`config.mk`:
```
export PLATFORM = sky130hd
export DESIGN_NAME = mode_and_reset_sequencer
export DESIGN_NICKNAME = d
export VERILOG_FILES = /design/src/verilog/mode_reset_pkg.sv /design/src/verilog/mode_and_reset_sequencer.sv
export SDC_FILE = /design/constraint.sdc
export NUM_CORES = 1
export LEC_CHECK = 0
export ABC_AREA = 1
export BUFFER_PORTS_ARGS = -buffer_cell sky130_fd_sc_hd__buf_4
export CORE_MARGIN = 2
export CORE_UTILIZATION = 57
export CTS_BUF_LIST = sky130_fd_sc_hd__clkbuf_16
export DETAILED_ROUTE_END_ITERATION = 10
export HOLD_SLACK_MARGIN = 0.06
export PLACE_DENSITY = 0.79
export SYNTH_ARGS = -nofsm -noshare
export SYNTH_HDL_FRONTEND = slang
export SYNTH_SLANG_ARGS = --single-unit
```
`constraint.sdc`:
```
create_clock -name clk_i -period 2.5 [get_ports clk_i]
set_input_delay 0.125 -clock clk_i [delete_from_list [all_inputs] [get_ports clk_i]]
set_output_delay 0.125 -clock clk_i [all_outputs]
set_load 0.02 [all_outputs]
```
`src/verilog/mode_reset_pkg.sv`:
```
package mode_reset_pkg;

  // ==========================================================
  // Register map (byte addresses)
  localparam logic [7:0] ADDR_CTRL = 8'h00;
  localparam logic [7:0] ADDR_CONFIG = 8'h04;
  localparam logic [7:0] ADDR_STATUS = 8'h08;
  localparam logic [7:0] ADDR_INT_STATUS = 8'h0c;
  localparam logic [7:0] ADDR_INT_MASK = 8'h10;

  // ==========================================================
  // Control register fields
  localparam int CTRL_HOSC_SEL = 0;
  localparam int CTRL_HOSC_STOP = 1;
  localparam int CTRL_MODE_LO = 2;
  localparam int CTRL_TIMER0_EN = 4;
  localparam int CTRL_TIMER1_EN = 5;
  localparam int CTRL_WATCHDOG_EN = 6;
  localparam int CTRL_PERIPH = 7;
  localparam logic [7:0] CTRL_INIT = 8'hc1;
  localparam logic [1:0] MODE_FIELD_RUN = 2'h0;
  localparam logic [1:0] MODE_FIELD_HALT = 2'h1;
  localparam logic [1:0] MODE_FIELD_STANDBY = 2'h2;

  // ==========================================================
  // Status, interrupt and config fields
  localparam int STAT_TIMEOUT = 0;
  localparam int STAT_POWERDOWN = 1;
  localparam int STAT_MODE_LO = 2;
  localparam int STAT_RESET = 4;
  localparam int IRQ_RESET_DONE = 0;
  localparam int IRQ_WAKE_STBY = 1;
  localparam int IRQ_WAKE_HALT = 2;
  localparam int IRQ_WDT_RESET = 3;
  localparam logic [3:0] IRQ_INIT = 4'h0;
  localparam logic [2:0] CONFIG_INIT = 3'h0;

  // Reported operating mode
  localparam logic [1:0] MODE_NORMAL = 2'h0;
  localparam logic [1:0] MODE_SLOW = 2'h1;
  localparam logic [1:0] MODE_STANDBY = 2'h2;
  localparam logic [1:0] MODE_HALT = 2'h3;

  // ==========================================================
  // Timing
  localparam int CLK_PERIOD_NS = 4;
  localparam int PWRUP0_US = 140;
  localparam int PWRUP1_US = 4500;
  localparam int PWRUP2_US = 18000;
  localparam int PWRUP3_US = 72000;
  localparam int PWRUP4_US = 288000;
  localparam int CNT_W = 27;
  localparam logic [CNT_W-1:0] STARTUP_CYCLES = 27'h10;

  typedef enum logic [2:0] {
    ST_RESET, ST_PWRUP, ST_STARTUP, ST_RUN, ST_STANDBY, ST_HALT, ST_WAKE
  } seq_state_t;

endpackage : mode_reset_pkg
```
`src/verilog/mode_and_reset_sequencer.sv`:
```
// Decided for this implementation: the address map and the address-and-strobe port.
`timescale 1ns/1ps

// Contract
// - Gate oscillators, execution, timers, peripherals per mode.
// - Standby and halt wake on listed sources.
// - Four reset events enter reset state.
// - Reset loads defined values, unknowns kept.
// - Pin reset: flags kept, or set in halt.
// - Watchdog reset: flags 0/1, halt 0/0.
// - Power/low-voltage 1/1, sleep 1/0, clear 1/1.
// - Selectable power-up delay after reset release.
// - Then 16 start-up cycles before execution.
// - Halt by sleep or mode 01b.
// - Standby by mode 10b, high oscillator kept unless the stop bit is set.
// - Wake resumes normal or slow by select.
// - Halt wake waits 16 cycles, standby none.
module mode_and_reset_sequencer
  import mode_reset_pkg::*;
#(
  parameter int DLY0_CYCLES = PWRUP0_US * 1000 / CLK_PERIOD_NS,
  parameter int DLY1_CYCLES = PWRUP1_US * 1000 / CLK_PERIOD_NS,
  parameter int DLY2_CYCLES = PWRUP2_US * 1000 / CLK_PERIOD_NS,
  parameter int DLY3_CYCLES = PWRUP3_US * 1000 / CLK_PERIOD_NS,
  parameter int DLY4_CYCLES = PWRUP4_US * 1000 / CLK_PERIOD_NS
) (
  // Clock and reset
  input wire logic clk_i,
  input wire logic rst_i,
  // Reset events
  input wire logic power_on_reset_i,
  input wire logic low_voltage_reset_i,
  input wire logic external_reset_pin_n_i,
  input wire logic watchdog_timeout_i,
  // Wake-up sources
  input wire logic timer0_overflow_i,
  input wire logic timer1_underflow_i,
  input wire logic portb_change_i,
  input wire logic ext_int_i,
  input wire logic low_voltage_detect_i,
  // Core instruction pulses
  input wire logic sleep_instruction_i,
  input wire logic watchdog_clear_instruction_i,
  // Register port
  input wire logic [7:0] addr_i,
  input wire logic [7:0] wdata_i,
  input wire logic wr_i,
  input wire logic rd_i,
  output logic [7:0] rdata_o,
  // Resource gating
  output logic high_frequency_clock_en_o,
  output logic low_frequency_clock_en_o,
  output logic exec_en_o,
  output logic timer0_run_o,
  output logic timer1_run_o,
  output logic watchdog_run_o,
  output logic periph_en_o,
  output logic watchdog_clear_o,
  output logic sys_reset_o,
  output logic [1:0] mode_o,
  output logic irq_o
);

  // ==========================================================
  // Helpers
  function automatic logic [CNT_W-1:0] delay_load(input logic [2:0] sel);
    int n;
    unique case (sel)
      3'h0: n = DLY0_CYCLES;
      3'h1: n = DLY1_CYCLES;
      3'h2: n = DLY2_CYCLES;
      3'h3: n = DLY3_CYCLES;
      default: n = DLY4_CYCLES;
    endcase
    if (n < 1) begin
      n = 1;
    end
    return CNT_W'(n - 1);
  endfunction : delay_load

  function automatic logic is_addr(input logic [7:0] a, input logic [7:0] b);
    return a == b;
  endfunction : is_addr

  // ==========================================================
  // State
  seq_state_t state;
  seq_state_t next_state;
  logic [CNT_W-1:0] cnt;
  logic [CNT_W-1:0] next_cnt;
  logic [7:0] ctrl;
  logic [2:0] config_sel;
  logic timeout_flag_n;
  logic powerdown_flag_n;
  logic [3:0] int_status;
  logic [3:0] int_mask;
  logic reset_any_q;
  logic wdt_clear_q;

  // ==========================================================
  // Decode
  wire logic reset_any = power_on_reset_i | low_voltage_reset_i
                       | ~external_reset_pin_n_i | watchdog_timeout_i;
  wire logic reset_rise = reset_any & ~reset_any_q;
  wire logic in_halt = (state == ST_HALT) || (state == ST_WAKE);
  wire logic running = (state == ST_RUN);
  wire logic high_osc_select_bit = ctrl[CTRL_HOSC_SEL];
  wire logic high_osc_stop_bit = ctrl[CTRL_HOSC_STOP];
  wire logic wr_ctrl = wr_i & running & is_addr(addr_i, ADDR_CTRL);
  wire logic wr_config = wr_i & is_addr(addr_i, ADDR_CONFIG);
  wire logic wr_int_status = wr_i & is_addr(addr_i, ADDR_INT_STATUS);
  wire logic wr_int_mask = wr_i & is_addr(addr_i, ADDR_INT_MASK);
  wire logic [1:0] wr_mode_field = wdata_i[CTRL_MODE_LO +: 2];
  wire logic enter_halt = running
                        & (sleep_instruction_i
                           | (wr_ctrl & (wr_mode_field == MODE_FIELD_HALT)));
  wire logic enter_standby = running & wr_ctrl
                           & (wr_mode_field == MODE_FIELD_STANDBY) & ~enter_halt;
  wire logic wake_standby = timer0_overflow_i | timer1_underflow_i
                          | watchdog_timeout_i | portb_change_i
                          | ext_int_i | low_voltage_detect_i;
  wire logic wake_halt = watchdog_timeout_i | portb_change_i | ext_int_i;
  wire logic cnt_done = (cnt == '0);

  // ==========================================================
  // Sequencer
  always_comb begin
    next_state = state;
    next_cnt = cnt;
    if (reset_any) begin
      next_state = ST_RESET;
    end else begin
      unique case (state)
        ST_RESET: begin
          next_state = ST_PWRUP;
          next_cnt = delay_load(config_sel);
        end
        ST_PWRUP: begin
          next_cnt = cnt - 1'b1;
          if (cnt_done) begin
            next_state = ST_STARTUP;
            next_cnt = STARTUP_CYCLES - 1'b1;
          end
        end
        ST_STARTUP, ST_WAKE: begin
          next_cnt = cnt - 1'b1;
          if (cnt_done) begin
            next_state = ST_RUN;
          end
        end
        ST_RUN: begin
          if (enter_halt) begin
            next_state = ST_HALT;
          end else if (enter_standby) begin
            next_state = ST_STANDBY;
          end
        end
        ST_STANDBY: begin
          if (wake_standby) begin
            next_state = ST_RUN;
          end
        end
        ST_HALT: begin
          if (wake_halt) begin
            next_state = ST_WAKE;
            next_cnt = STARTUP_CYCLES - 1'b1;
          end
        end
      endcase
    end
  end

  always_ff @(posedge clk_i or posedge rst_i) begin
    if (rst_i) begin
      state <= ST_RESET;
      cnt <= '0;
      reset_any_q <= 1'b1;
    end else begin
      state <= next_state;
      cnt <= next_cnt;
      reset_any_q <= reset_any;
    end
  end

  // ==========================================================
  // Control and config registers
  // Config has no defined value on reset events, so only rst_i clears it.
  always_ff @(posedge clk_i or posedge rst_i) begin
    if (rst_i) begin
      ctrl <= CTRL_INIT;
      config_sel <= CONFIG_INIT;
    end else begin
      if (reset_any) begin
        ctrl <= CTRL_INIT;
      end else if ((state == ST_STANDBY && wake_standby)
                   || (state == ST_WAKE && cnt_done)) begin
        ctrl[CTRL_MODE_LO +: 2] <= MODE_FIELD_RUN;
      end else if (wr_ctrl) begin
        ctrl <= wdata_i;
      end else if (enter_halt) begin
        ctrl[CTRL_MODE_LO +: 2] <= MODE_FIELD_HALT;
      end
      if (wr_config && !reset_any) begin
        config_sel <= wdata_i[2:0];
      end
    end
  end

  // ==========================================================
  // Timeout and power-down flags
  always_ff @(posedge clk_i or posedge rst_i) begin
    if (rst_i) begin
      timeout_flag_n <= 1'b1;
      powerdown_flag_n <= 1'b1;
    end else if (reset_rise) begin
      if (power_on_reset_i || low_voltage_reset_i) begin
        timeout_flag_n <= 1'b1;
        powerdown_flag_n <= 1'b1;
      end else if (!external_reset_pin_n_i) begin
        if (in_halt) begin
          timeout_flag_n <= 1'b1;
          powerdown_flag_n <= 1'b1;
        end
      end else begin
        timeout_flag_n <= 1'b0;
        powerdown_flag_n <= ~in_halt;
      end
    end else if (enter_halt) begin
      timeout_flag_n <= 1'b1;
      powerdown_flag_n <= 1'b0;
    end else if (watchdog_clear_instruction_i && running) begin
      timeout_flag_n <= 1'b1;
      powerdown_flag_n <= 1'b1;
    end
  end

  // ==========================================================
  // Interrupt status and mask
  logic [3:0] irq_events;
  always_comb begin
    irq_events = '0;
    irq_events[IRQ_RESET_DONE] = (state == ST_STARTUP) & cnt_done & ~reset_any;
    irq_events[IRQ_WAKE_STBY] = (state == ST_STANDBY) & wake_standby & ~reset_any;
    irq_events[IRQ_WAKE_HALT] = (state == ST_WAKE) & cnt_done & ~reset_any;
    irq_events[IRQ_WDT_RESET] = reset_rise & watchdog_timeout_i;
  end

  // A new event in the clearing cycle survives the write-one-to-clear.
  always_ff @(posedge clk_i or posedge rst_i) begin
    if (rst_i) begin
      int_status <= IRQ_INIT;
      int_mask <= IRQ_INIT;
    end else begin
      int_status <= (int_status & ~(wr_int_status ? wdata_i[3:0] : 4'h0))
                  | irq_events;
      if (wr_int_mask) begin
        int_mask <= wdata_i[3:0];
      end
    end
  end

  assign irq_o = |(int_status & int_mask);

  // ==========================================================
  // Read port, data one cycle after the strobe
  logic [7:0] status_word;
  always_comb begin
    status_word = '0;
    status_word[STAT_TIMEOUT] = timeout_flag_n;
    status_word[STAT_POWERDOWN] = powerdown_flag_n;
    status_word[STAT_MODE_LO +: 2] = mode_o;
    status_word[STAT_RESET] = sys_reset_o;
  end

  logic [7:0] next_rdata;
  always_comb begin
    next_rdata = '0;
    if (rd_i) begin
      unique case (addr_i)
        ADDR_CTRL: next_rdata = ctrl;
        ADDR_CONFIG: next_rdata = {5'h00, config_sel};
        ADDR_STATUS: next_rdata = status_word;
        ADDR_INT_STATUS: next_rdata = {4'h0, int_status};
        ADDR_INT_MASK: next_rdata = {4'h0, int_mask};
        default: next_rdata = '0;
      endcase
    end
  end

  // ==========================================================
  // Outputs
  always_ff @(posedge clk_i or posedge rst_i) begin
    if (rst_i) begin
      rdata_o <= '0;
      wdt_clear_q <= 1'b0;
    end else begin
      rdata_o <= next_rdata;
      wdt_clear_q <= enter_halt;
    end
  end
  assign watchdog_clear_o = wdt_clear_q;

  // Halt kills both oscillators; the high one stays up through reset,
  // start-up and the halt wake count so each count has a clock to run on.
  always_comb begin
    unique case (state)
      ST_RUN: mode_o = high_osc_select_bit ? MODE_NORMAL : MODE_SLOW;
      ST_STANDBY: mode_o = MODE_STANDBY;
      ST_HALT, ST_WAKE: mode_o = MODE_HALT;
      default: mode_o = MODE_NORMAL;
    endcase
  end

  wire logic slow_like = (mode_o == MODE_SLOW) | (mode_o == MODE_STANDBY);
  assign high_frequency_clock_en_o = (state != ST_HALT)
                                   & ~(slow_like & high_osc_stop_bit);
  assign low_frequency_clock_en_o = (state != ST_HALT);
  assign exec_en_o = running;
  assign timer0_run_o = ~in_halt & (running | (state == ST_STANDBY))
                      & ctrl[CTRL_TIMER0_EN];
  assign timer1_run_o = ~in_halt & (running | (state == ST_STANDBY))
                      & ctrl[CTRL_TIMER1_EN];
  assign watchdog_run_o = ctrl[CTRL_WATCHDOG_EN];
  assign periph_en_o = ~in_halt & (running | (state == ST_STANDBY))
                     & ctrl[CTRL_PERIPH];
  assign sys_reset_o = ~running & ~(state == ST_STANDBY) & ~in_halt;

endmodule : mode_and_reset_sequencer

```
# Word-level counts from Yosys, hierarchy flattened
# Cells that the tools add are included.
dict set report word_totals {
  wordCells 155
  input_bits 31
  ff_bits 61
}
dict set report classes {
  addsub 2
  mux 40
  magnitude_cmp 1
  n_eq_ne 26
  n_reduce_logical 23
  n_bitwise 51
}
# operator n
set op_table {}
lappend op_table {{one-hot mux 27 bit (4 select lines)} 2}
lappend op_table {{two-way mux 27 bit} 5}
lappend op_table {{two-way mux 32 bit} 2}
lappend op_table {{one-hot mux 8 bit (5 select lines)} 1}
lappend op_table {{less-than comparator 32 x 2 -> 1 bit (second input constant)} 1}
lappend op_table {{logical NOT 27 bit} 1}
lappend op_table {{subtractor 27 x 1 -> 27 bit (second input constant)} 1}
lappend op_table {{subtractor 27 x 2 -> 27 bit (second input constant)} 1}
lappend op_table {{bitwise AND 1 bit} 26}
lappend op_table {{two-way mux 3 bit} 7}
lappend op_table {{one-hot mux 3 bit (6 select lines)} 1}
lappend op_table {{== test 8 x 4 -> 1 bit (second input constant)} 2}
lappend op_table {{two-way mux 8 bit} 2}
lappend op_table {{!= test 3 bit (second input constant)} 5}
lappend op_table {{OR 1 bit} 13}
lappend op_table {{== test 3 x 2 -> 1 bit (second input constant)} 4}
lappend op_table {{two-way mux 4 bit} 3}
lappend op_table {{two-way mux 1 bit} 11}
lappend op_table {{two-way mux 2 bit} 5}
lappend op_table {{== test 3 bit (second input constant)} 3}
lappend op_table {{bitwise AND 4 bit} 2}
lappend op_table {{== test 8 x 3 -> 1 bit (second input constant)} 1}
lappend op_table {{== test 8 x 5 -> 1 bit (second input constant)} 1}
lappend op_table {{logical NOT 8 bit} 1}
lappend op_table {{other kinds (21)} 42}

# Logic depth before layout (Yosys ltp)
# Gate-level depths: netlist of the first run.
dict set report depth {
  depth_word 12
  mapped_depth 13
}

# Least setup slack after synthesis of the first run
# No wires, ideal clock.
dict set report synth_timing {
  path_kind {reg2reg}
  start {register state[0]}
  end {register rdata_o[2]}
  n_path_buf 0
  period_less_slack_ns 1.652
  path_slack_ns 0.848
  t_arrival_ns 1.575
  t_required_ns 2.423
  path_stages_with_launch 10
  cell_sequence {dfrtp_1 > nand2_1 > inv_1 > nor2_2 > o21ai_0 > o21ai_1 > nand2_1 > o21ai_1 > nor2_1 > a21oi_1}
}
dict set report synth_between {
  elab_chain_len 5
  elab_cells_between_ends 8
  classes_between {eq/ne (4); mux (3); reduce/logical (1)}
}
# item line_no
set synth_rtl {}
lappend synth_rtl {{start, declared} mode_and_reset_sequencer.sv:87} ;# seq_state_t state;
lappend synth_rtl {{start signal, assigned} mode_and_reset_sequencer.sv:179} ;# state <= next_state;
lappend synth_rtl {{== test 3 bit} mode_and_reset_sequencer.sv:306} ;# unique case (state)
lappend synth_rtl {{OR reduction 2 bit} mode_and_reset_sequencer.sv:306}
lappend synth_rtl {{one-hot mux 2 bit (3 select lines) *} mode_and_reset_sequencer.sv:306}
lappend synth_rtl {{net mode_o[0]} mode_and_reset_sequencer.sv:60} ;# output logic [1:0] mode_o,
lappend synth_rtl {{one-hot mux 8 bit (5 select lines) *} mode_and_reset_sequencer.sv:279} ;# unique case (addr_i)
lappend synth_rtl {{two-way mux 8 bit *} mode_and_reset_sequencer.sv:278} ;# if (rd_i) begin
lappend synth_rtl {{net next_rdata[2]} mode_and_reset_sequencer.sv:275} ;# logic [7:0] next_rdata;
lappend synth_rtl {{end signal, assigned} mode_and_reset_sequencer.sv:297} ;# rdata_o <= next_rdata;
lappend synth_rtl {{end, declared} mode_and_reset_sequencer.sv:49} ;# output logic [7:0] rdata_o,
# The timed path passes the listed nets; every way through them passes the cells marked *.
# A chain may end at the register's enable or synchronous reset.

# Worst setup path in the final report of the first run
dict set report layout_timing {
  start {register cnt[0]}
  end {register cnt[25]}
}
dict set report layout_between {
  elab_chain_len 3
  elab_cells_between_ends 4
  classes_between {add/sub (1); mux (2); reduce/logical (1)}
}
# item line_no
set layout_rtl {}
lappend layout_rtl {{start, declared} mode_and_reset_sequencer.sv:89} ;# logic [CNT_W-1:0] cnt;
lappend layout_rtl {{start signal, assigned} mode_and_reset_sequencer.sv:180} ;# cnt <= next_cnt;
lappend layout_rtl {{subtractor 27 x 1 -> 27 bit / logical NOT 27 bit (equally long branches)} {mode_and_reset_sequencer.sv:139, mode_and_reset_sequencer.sv:146, mode_and_reset_sequencer.sv:123}}
lappend layout_rtl {{two-way mux 27 bit} mode_and_reset_sequencer.sv:140} ;# if (cnt_done) begin
lappend layout_rtl {{one-hot mux 27 bit (4 select lines) *} mode_and_reset_sequencer.sv:133} ;# unique case (state)
# Every way passes the cells marked *; elsewhere a longest branch is shown, timed or not.

==> metrics, run 1 <==
status=complete, but fails checks; violated checks=design-rule violations; layout cells sized above 1=17.54%; Total Die Area=0.007351 mm^2; worst vdd ir=0.0004242 V; number of H-tree levels=3; Hold WC Path Type=in -> reg; Post-CTS Setup Inserts=0; DP Cell Count=666; total grt overflow=0; Setup Skew=0.007495 ns; power density cells=597.3 mW/mm^2; metal2 WL=5.124 mm; top_reg_cell synth=dfrtp_1; leak pwr=0.002203 uW; Cells after Synth=543; worst-margin pin slew=0.6544 ns; worst skew pair latency=0.32 ns; number of synthesized flops with an enable pin=0; main combinational cell family by area after synthesis=simple AND/OR/NAND/NOR gates; initial antenna violation count=0; WL/cell=15.06 um; adder-cell share of the synthesized area=0.9855%; # DRC=2; vias in the first global route=3,705; non-filler cells, final=687; initial core utilization=59.30%; crit path time final=1.913 ns; FP Rows=29; Slew Limit Fails=0; Seq/Total Area, Yosys=40.28%; Max Clock Freq=522.6 MHz; xor and xnor area share after synthesis=2.530%; M1 WL=4.102 mm; Worst Path Max Fanout=19; Nets=639; Mapped Area=0.003809 mm^2; Crit. End Element=flop; crit path kind=reg -> reg; DR pass1 iterations=10; top area cells in the synthesized netlist=dfrtp_1, nand2_1, nor2_1; Syn Nets=577; Rel. slew slack=56.31%; YS warnings=0; Die Wd=85.74 um; crit path launch type=flop; MaxCap Viol Count=0; syn_area_per_cell=7.014 um^2; clk buf depth=2; Final setup viols=0; DR WL met3=687 um; DR top layer=met4; mux cell area share after synthesis=0%; drt total wl=10.35 mm; post-synth cell types=37; initial drt markers=275; # fillers=533; GRT Resource Usage Total=29.76%; P&R area growth vs syn=21.25%; simple-gate share of the synthesized area=33.08%; IO Pins=51; Final period util=76.54%; vias per cell=5.575; Async SR Flop Fraction=100.0%; most common cell in the netlist=nand2_1; core region area=0.006422 mm^2; RSZ-0062 raised after global routing=false; clock slew at reported path FFs=0.05 ns; Synth Area in Compound Gates=13.11%; top cell type by total area after synthesis=dfrtp_1; Yosys top cell area share=36.14%; clock root buffer=clkbuf_16; Critical Path AT=2.12 ns; post-route ant nets=0; Diodes inserted=0; CTS tree=built; required time of the critical path=2.70 ns; largest net degree at the start of global routing=35; Placer Congestion=0.9395; CTS buffer count=9; input/output buffers=50; dpl hpwl=7.574 mm; #FFs+latches synth=61; Via Count=3,830; final hold violations=0; die height=85.74 um; top cells by count, synth=nand2_1, nor2_1, inv_1; first-pass GRT wire length=17.00 mm; clock sink count=61; setup tns final=0 ns
-- per-layer routing --
layer / track usage (%) / vias to the layer above
met5: 0 / -
met3: 5.101 / 49
li1: - / 1856
met4: 16.31 / 0
met2: 51.07 / 180
met1: 35.52 / 1745
-- report_power, final --
group	total, uW	leakage (uW)	switching (uW)	internal (uW)
sequential	1130	0.000714	66.6	1060
combinational	304	0.00134	180	124
clock	1330	0.000150	462	867
total	2760	0.00220	709	2050
-- sequential cells by signal, indices dropped and copies added (netlist names) --
signal / count
timeout_flag_n: 1
watchdog_clear_o: 1
reset_any_q: 1
rdata_o: 8
int_status: 4
int_mask: 4
state: 3
config_sel: 3
powerdown_flag_n: 1
cnt: 27
ctrl: 8
-- cell type report --
type                            count  area (um^2)  share of cell area [%]
Timing Repair Buffer               56        445.4                   9.645
Inverter                           88        332.8                   7.207
Sequential cell                    61         1534                   33.22
Multi-Input combinational cell    389         1893                   40.99
Tap cell                           77        96.34                   2.086
Clock buffer                        9        225.2                   4.877
Clock inverter                      7        91.34                   1.978
-- worst max-delay path, stage by stage, from the launching register on --
cell     delay, ns
dfrtp_1       0.35
inv_1         0.12
ha_1          0.16
inv_1         0.04
nor2_1        0.07
nand2_1       0.05
nor2_1        0.21
nand3_1       0.21
nand2_2       0.12
nand2_4       0.15
nor2_2        0.22
nor2_1        0.08
-- cell families (layout without fill, tap and decap cells) --
kind of cell / after synthesis / in the layout
DFF: 61 / 61
and+or+nand+nor: 289 / 289
buffers and inverters: 93 / 160
xor gates and xnor gates: 11 / 11
AOI/OAI and AO/OA: 86 / 86
adders and majority gates: 3 / 3
-- path summary, 6_finish.rpt --
kind                                            startpoint                    endpoint  slack (ns)  depth (start not counted)
worst max-delay path                    cnt[0]$_DFFE_PP0P_         cnt[25]$_DFFE_PP0P_        0.59                         11
worst min-delay path                            wdata_i[4]         ctrl[4]$_DFFE_PP0P_        0.06                          3
worst max register to register          cnt[0]$_DFFE_PP0P_         cnt[25]$_DFFE_PP0P_        0.59                         11
worst min register to register  timeout_flag_n$_DFFE_PP1P_  timeout_flag_n$_DFFE_PP1P_        0.48                          2
max in group asynchronous                            rst_i         ctrl[6]$_DFFE_PP1P_        1.36                          4
min in group asynchronous                            rst_i         cnt[13]$_DFFE_PP0P_        0.46                          3
-- placed cells by master (no fill, tap or decap), types with 2 or more instances in the layout --
cell type	n
a21oi_1	24
a22oi_1	4
a22oi_2	4
a31oi_1	3
buf_4	50
bufinv_16	2
clkbuf_16	9
clkinvlp_4	2
dfrtp_1	55
dfstp_2	6
dlygate4sd3_1	5
ha_1	3
inv_1	82
inv_2	6
nand2_1	113
nand2_2	8
nand2_4	3
nand3_1	36
nand3b_1	2
nand4_1	9
nor2_1	94
nor2_2	10
nor3_1	9
o21ai_0	32
o21ai_1	8
o22ai_1	5
xnor2_1	3
xor2_1	8
-- what timing repair did --
action	CTS	global route
endpoints found under the hold margin	31	0
endpoints found under the setup margin	0	0
hold buffers	5	0
resized for setup	0	0
-- through the flow --
stage | setup slack, ns | cell area, um^2 | hold slack [ns] | utilization [%] | total power (uW)
final | 0.5865 | 4618 | 0.06389 | 71.91 | 2759
after global routing | 0.3858 | 4618 | 0.1081 | 71.91 | 2867
after CTS | 0.5919 | 4618 | 0.06242 | 71.91 | 2763
after detailed placement | 0.5603 | 4252 | 0.2525 | 66.20 | 1433
after global placement | 0.6542 | 4252 | 0.2587 | 66.20 | 1422
after floorplan | 0.8477 | 3809 | 0.2460 | - | 1323
Power figures use the tool's default switching activity.
==> inputs of run 2 (changes only) <==
--- a/config.mk
+++ b/config.mk
@@ -8,11 +8,11 @@
 export ABC_AREA = 1
 export BUFFER_PORTS_ARGS = -buffer_cell sky130_fd_sc_hd__buf_4
 export CORE_MARGIN = 2
-export CORE_UTILIZATION = 57
+export CORE_UTILIZATION = 52
 export CTS_BUF_LIST = sky130_fd_sc_hd__clkbuf_16
 export DETAILED_ROUTE_END_ITERATION = 10
 export HOLD_SLACK_MARGIN = 0.06
-export PLACE_DENSITY = 0.79
+export PLACE_DENSITY = 0.76
 export SYNTH_ARGS = -nofsm -noshare
 export SYNTH_HDL_FRONTEND = slang
 export SYNTH_SLANG_ARGS = --single-unit
==> constraint.sdc (replaced) <==
create_clock -name clk_i -period 1.6 [get_ports clk_i]
set_input_delay 0.08 -clock clk_i [delete_from_list [all_inputs] [get_ports clk_i]]
set_output_delay 0.08 -clock clk_i [all_outputs]
set_load 0.02 [all_outputs]
==> metrics, run 2 (synthesis results as in run 1) <==
CTS tree=built; worst vdd ir=0.0005535 V (+30%); RSZ-0062 raised after global routing=true; Crit. End Element=flop; power density cells=768.7 mW/mm^2 (+29%); MaxCap Viol Count=0 (unchanged); initial antenna violation count=0 (unchanged); Slew Limit Fails=0 (unchanged); WL/cell=16.22 um (+7.7%); fin area=0.005720 mm^2 (+24%); number of H-tree levels=3 (unchanged); crit path kind=reg -> reg; Diodes inserted=0 (unchanged); total grt overflow=0 (unchanged); core region area=0.007176 mm^2 (+12%); switching share of total power=27.52% (+1.8 points); crit path time final=1.786 ns (-0.1276 ns); Placed Area=0.004873 mm^2 (+15%); IO Pins=51 (unchanged); leak pwr=0.002695 uW (+22%); Placer Congestion=0.9133 (-2.8%); GRT Resource Usage Total=31.84% (+2.1 points); post-route ant nets=0 (unchanged); status=complete, but fails checks; FP Rows=31 (+6.9%); clock root buffer=clkbuf_16; input/output buffers=50 (unchanged); Worst Path Max Fanout=5 (-14); dpl hpwl=8.545 mm (+13%); first-pass GRT wire length=19.23 mm (+13%); Max Clock Freq=560.0 MHz (+7.1%); DP Cell Count=765 (+15%); # DRC=0 (-2); Hold WC Path Type=in -> reg; RR Startpoint=state[2]$_DFFE_PP0P_; initial core utilization=53.08% (-6.2 points); setup tns final=-3.545 ns (-3.545 ns); Sequential Power Share=39.4% (-1.4 points); Psw=1210 uW (+71%); worst-margin pin slew=0.5055 ns (-0.1489 ns); Final period util=111.6% (+35 points); max FFs per register=27 (unchanged); layout cells sized above 1=38.08% (+21 points); DR pass1 iterations=5 (-5); drt total wl=13.11 mm (+27%); most frequent cells in the layout=buf_4, nand2_1, inv_1; Setup Skew=0.007060 ns (-0.0004352 ns); initial drt markers=348 (+27%); Rel. slew slack=66.25% (+9.9 points); clk buf depth=2 (unchanged); largest net degree at the start of global routing=27 (-23%); clock power share=44.1% (-4.1 points); Die Wd=89.58 um (+4.5%); final hold violations=0 (unchanged); Top reg by flops=cnt; Comb pwr share=16.5% (+5.5 points); cell-internal power=3187 uW (+55%); vias in the first global route=4,158 (+12%); Nets=738 (+15%); CTS buffer count=9 (unchanged); worst skew pair latency=0.34 ns (+0.02 ns); P&R area growth vs syn=50.20%; non-filler cells, final=808 (+18%); die height=89.58 um (+4.5%); Via Count=4,424 (+16%); Setup crit start=state[2]$_DFFE_PP0P_; vias per cell=5.475 (-1.8%); # fillers=463 (-13%); clock slew at reported path FFs=0.06 ns (about the same); clock sink count=61 (unchanged); commonest non-fill, non-tap cell in the layout=buf_4; Hold Startpoint=watchdog_timeout_i; violated checks=negative setup slack; Final setup viols=44 (+44); Final Power=4398 uW (+59%); Top Registers=cnt x27, ctrl x8, rdata_o x8; Total Die Area=0.008025 mm^2 (+9.2%); final setup margin=-0.1858 ns (-0.7724 ns); Critical Path AT=2.01 ns (-0.11 ns); crit path launch type=flop; required time of the critical path=1.82 ns (-0.88 ns)
==> run 2: changes by cell type in the layout (fill, tap and decap cells not counted), moves of 5 or more <==
cell,change
nand2_1,-7
nand2_2,+7
inv_1,-13
a21oi_1,-6
a21oi_2,+5
buf_6,+13
buf_4,+80
nor2_2,+17
nor2_4,+9
nand3_1,-5
inv_2,+10
nor2_1,-26
==> run 2: critical path: stages, from the launching register on <==
cell     delay, ns
dfrtp_1       0.44
inv_2         0.16
nand3_4       0.12
buf_6         0.17
inv_4         0.08
nand4_1       0.27
nand2_2       0.21
nand2_1       0.09
nand2_1       0.08
nor2_1        0.05
==> run 2: stage by stage <==
stage	worst slack [ns]	utilization [%]	hold WS, ns
after detailed placement	-0.2189	67.92	0.1437
after global routing	-0.2729	79.72	0.08112
after floorplan	0.007100	-	0.2010
after global placement	-0.1040	67.92	0.1311
final	-0.1858	79.72	0.05634
after CTS	-0.06216	75.78	0.06736
==> run 2: worst paths after layout <==
kind / end / slack, ns / depth (start not counted)
max in group asynchronous: cnt[19]$_DFFE_PP0P_ / 0.64 / 4
min in group asynchronous: int_mask[1]$_DFFE_PP0P_ / 0.33 / 3
worst max register to register: state[0]$_DFFE_PP0P_ / -0.19 / 9
worst max-delay path: state[0]$_DFFE_PP0P_ / -0.19 / 9
worst min-delay path: int_status[3]$_DFF_PP0_ / 0.06 / 3
worst min register to register: timeout_flag_n$_DFFE_PP1P_ / 0.49 / 2
==> run 2: cell type report <==
cell class                      count  area, um^2  area share, %
Clock buffer                        9       225.2          3.937
Clock inverter                      7       67.56          1.181
Inverter                           88       342.8          5.993
Multi-Input combinational cell    390        2172          37.97
Sequential cell                    61        1536          26.86
Tap cell                           99       123.9          2.165
Timing Repair Buffer              154        1252          21.89
==> run 2: metal layers <==
metal | vias up | part of all wire [%] | global-route usage, % | wire (um)
li1 | 2059 | - | - | -
met1 | 2078 | 39 | 38.80 | 5162
met2 | 218 | 49 | 54.68 | 6477
met3 | 69 | 5.9 | 4.662 | 775
met4 | 0 | 5.3 | 16.15 | 689
met5 | - | 0 | 0 | 0
==> run 2: what timing repair did <==
item | CTS | global route
endpoints found under the hold margin | 25 | 0
hold buffers | 9 | 0
cloned | 1 | 0
resized for setup | 42 | 60
setup buffers | 6 | 13
pin swaps | 10 | 22
setup endpoints to repair | 44 | 49
==> run 2: power groups by stage <==
stage	Clock, uW	Sequential, uW	Combinational, uW
after floorplan	0	1750	317
after global placement	0	1750	611
after detailed placement	0	1750	629
after CTS	1930	1730	686
after global routing	2030	1750	791
final	1940	1730	724
==> inputs of run 3 (changes only) <==
--- a/config.mk
+++ b/config.mk
@@ -8,11 +8,11 @@
 export ABC_AREA = 1
 export BUFFER_PORTS_ARGS = -buffer_cell sky130_fd_sc_hd__buf_4
 export CORE_MARGIN = 2
-export CORE_UTILIZATION = 52
+export CORE_UTILIZATION = 57
 export CTS_BUF_LIST = sky130_fd_sc_hd__clkbuf_16
 export DETAILED_ROUTE_END_ITERATION = 10
 export HOLD_SLACK_MARGIN = 0.06
-export PLACE_DENSITY = 0.76
+export PLACE_DENSITY = 0.79
 export SYNTH_ARGS = -nofsm -noshare
 export SYNTH_HDL_FRONTEND = slang
 export SYNTH_SLANG_ARGS = --single-unit
==> constraint.sdc (replaced) <==
create_clock -name clk_i -period 2.3 [get_ports clk_i]
set_input_delay 0.115 -clock clk_i [delete_from_list [all_inputs] [get_ports clk_i]]
set_output_delay 0.115 -clock clk_i [all_outputs]
set_load 0.02 [all_outputs]
==> metrics, run 3 (synthesis results as in run 1) <==
Max Clock Freq=510.2 MHz (-8.9%); largest net degree at the start of global routing=37 (+37%); Via Count=3,953 (-11%); Slew Limit Fails=0 (unchanged); Placer Congestion=0.9223 (+0.99%); power density cells=666.0 mW/mm^2 (-13%); input/output buffers=50 (unchanged); first-pass GRT wire length=18.29 mm (-4.9%); worst skew pair latency=0.33 ns (about the same); leak pwr=0.002222 uW (-18%); clk buf depth=2 (unchanged); initial core utilization=59.30% (+6.2 points); Crit. End Element=flop; Diodes inserted=0 (unchanged); worst-margin pin slew=0.6044 ns (+0.09890 ns); Total Die Area=0.007351 mm^2 (-8.4%); WL/cell=15.56 um (-4.0%); vias in the first global route=4,030 (-3.1%); dpl hpwl=7.701 mm (-9.9%); most frequent cells in the layout=nand2_1, nor2_1, inv_1; Most Used Layer, Global Route=met2; DP Cell Count=666 (-13%); MaxCap Viol Count=0 (unchanged); post_cts resized=0 (-100%); P&R area growth vs syn=21.65%; total grt overflow=0 (unchanged); Rel. slew slack=59.65% (-6.6 points); worst vdd ir=0.0004854 V (-12%); Setup Skew=0.004451 ns (-0.002609 ns); number of H-tree levels=3 (unchanged); Util after Layout=72.14% (-7.6 points); clock sink count=61 (unchanged); clock root buffer=clkbuf_16; status=complete, but fails checks; CTS tree=built; Placed Area=0.004252 mm^2 (-13%); crit path kind=reg -> reg; # DRC=2 (+2); non-filler cells, final=687 (-15%); initial antenna violation count=0 (unchanged); Hold WC Path Type=in -> reg; CTS buffer count=9 (unchanged); RSZ-0062 raised after global routing=false; commonest non-fill, non-tap cell in the layout=nand2_1; violated checks=design-rule violations; layout cells sized above 1=17.38% (-21 points); Final period util=85.21% (-26 points); setup tns final=0 ns (+3.545 ns); vias per cell=5.754 (+5.1%); FP Rows=29 (-6.5%); crit path time final=1.960 ns (+0.1740 ns); drt total wl=10.69 mm (-18%); Worst Path Max Fanout=19 (+14); IO Pins=51 (unchanged); initial drt markers=264 (-24%); Critical Path AT=2.17 ns (+0.16 ns); core region area=0.006422 mm^2 (-10%); clock slew at reported path FFs=0.05 ns (about the same); crit path launch type=flop; Post-CTS Setup Inserts=0 (-6); fin area=0.004633 mm^2 (-19%); post-route ant nets=0 (unchanged); GR Util met2=56.04% (+1.4 points); Top Registers=cnt x27, ctrl x8, rdata_o x8; Top reg by flops=cnt; met1 usage=36.71% (-2.1 points); GRT Resource Usage Total=31.64% (-0.20 points); DR pass1 iterations=8 (+3); final hold violations=0 (unchanged); CTS Hold Buffers Added=5 (-4); die height=85.74 um (-4.3%); Final setup viols=0 (-100%); required time of the critical path=2.51 ns (+0.69 ns); max FFs per register=27 (unchanged); Nets=639 (-13%); Die Wd=85.74 um (-4.3%); met3 Track Usage GR=6.352% (+1.7 points)
## run 3: worst max-delay path, cell delays in order, from the launching register on
cell and delay, ns:
dfrtp_1 0.37, inv_1 0.12, ha_1 0.17, inv_1 0.04
nor2_1 0.07, nand2_1 0.06, nor2_1 0.22, nand3_1 0.21
nand2_2 0.13, nand2_4 0.15, nor2_2 0.22, nor2_1 0.08
## run 3: metrics by stage
step / hold WS (ns) / setup slack (ns) / total power [uW]
2_1_floorplan: 0.2360 / 0.6477 / 1438
3_3_place_gp: 0.2214 / 0.4712 / 1547
3_5_place_dp: 0.2259 / 0.3844 / 1561
4_1_cts: 0.06402 / 0.3616 / 3093
5_1_grt: 0.06965 / 0.1653 / 3201
6_report: 0.06808 / 0.3401 / 3086
## run 3: worst paths after layout
| path | startpoint | to | slack, ns | depth (start not counted) |
|---|---|---|---|---|
| max | cnt[0]$_DFFE_PP0P_ | cnt[14]$_DFFE_PP0P_ | 0.34 | 11 |
| min | wdata_i[5] | ctrl[5]$_DFFE_PP0P_ | 0.07 | 3 |
| max reg2reg | cnt[0]$_DFFE_PP0P_ | cnt[14]$_DFFE_PP0P_ | 0.34 | 11 |
| min reg2reg | timeout_flag_n$_DFFE_PP1P_ | timeout_flag_n$_DFFE_PP1P_ | 0.48 | 2 |
| max in group asynchronous | rst_i | powerdown_flag_n$_DFFE_PP1P_ | 1.21 | 4 |
| min in group asynchronous | rst_i | cnt[13]$_DFFE_PP0P_ | 0.42 | 3 |
## run 3: final cells by class
| type | count | area [um^2] |
|---|---|---|
| Multi-Input combinational cell | 389 | 1893 |
| Fill cell | 525 | 1789 |
| Sequential cell | 61 | 1534 |
| Timing Repair Buffer | 56 | 445.4 |
| Inverter | 88 | 332.8 |
| Clock buffer | 9 | 225.2 |
| Clock inverter | 7 | 106.4 |
| Tap cell | 77 | 96.34 |
## run 3: power by group
| group | total (uW) | switching (uW) | leakage (uW) | internal (uW) |
|---|---|---|---|---|
| logic | 334 | 199 | 0.00134 | 135 |
| clock network | 1530 | 482 | 0.000169 | 1040 |
| registers | 1230 | 74.8 | 0.000714 | 1150 |
| total | 3090 | 755 | 0.00222 | 2330 |
## run 3: per-layer routing
metal  part of all wire (%)  vias to the layer above  wire, um
li1                       -                     1862         -
met1                     39                     1868      4154
met2                     51                      181      5453
met3                    6.4                       42       689
met4                    3.7                        0       394
met5                      0                        -         0
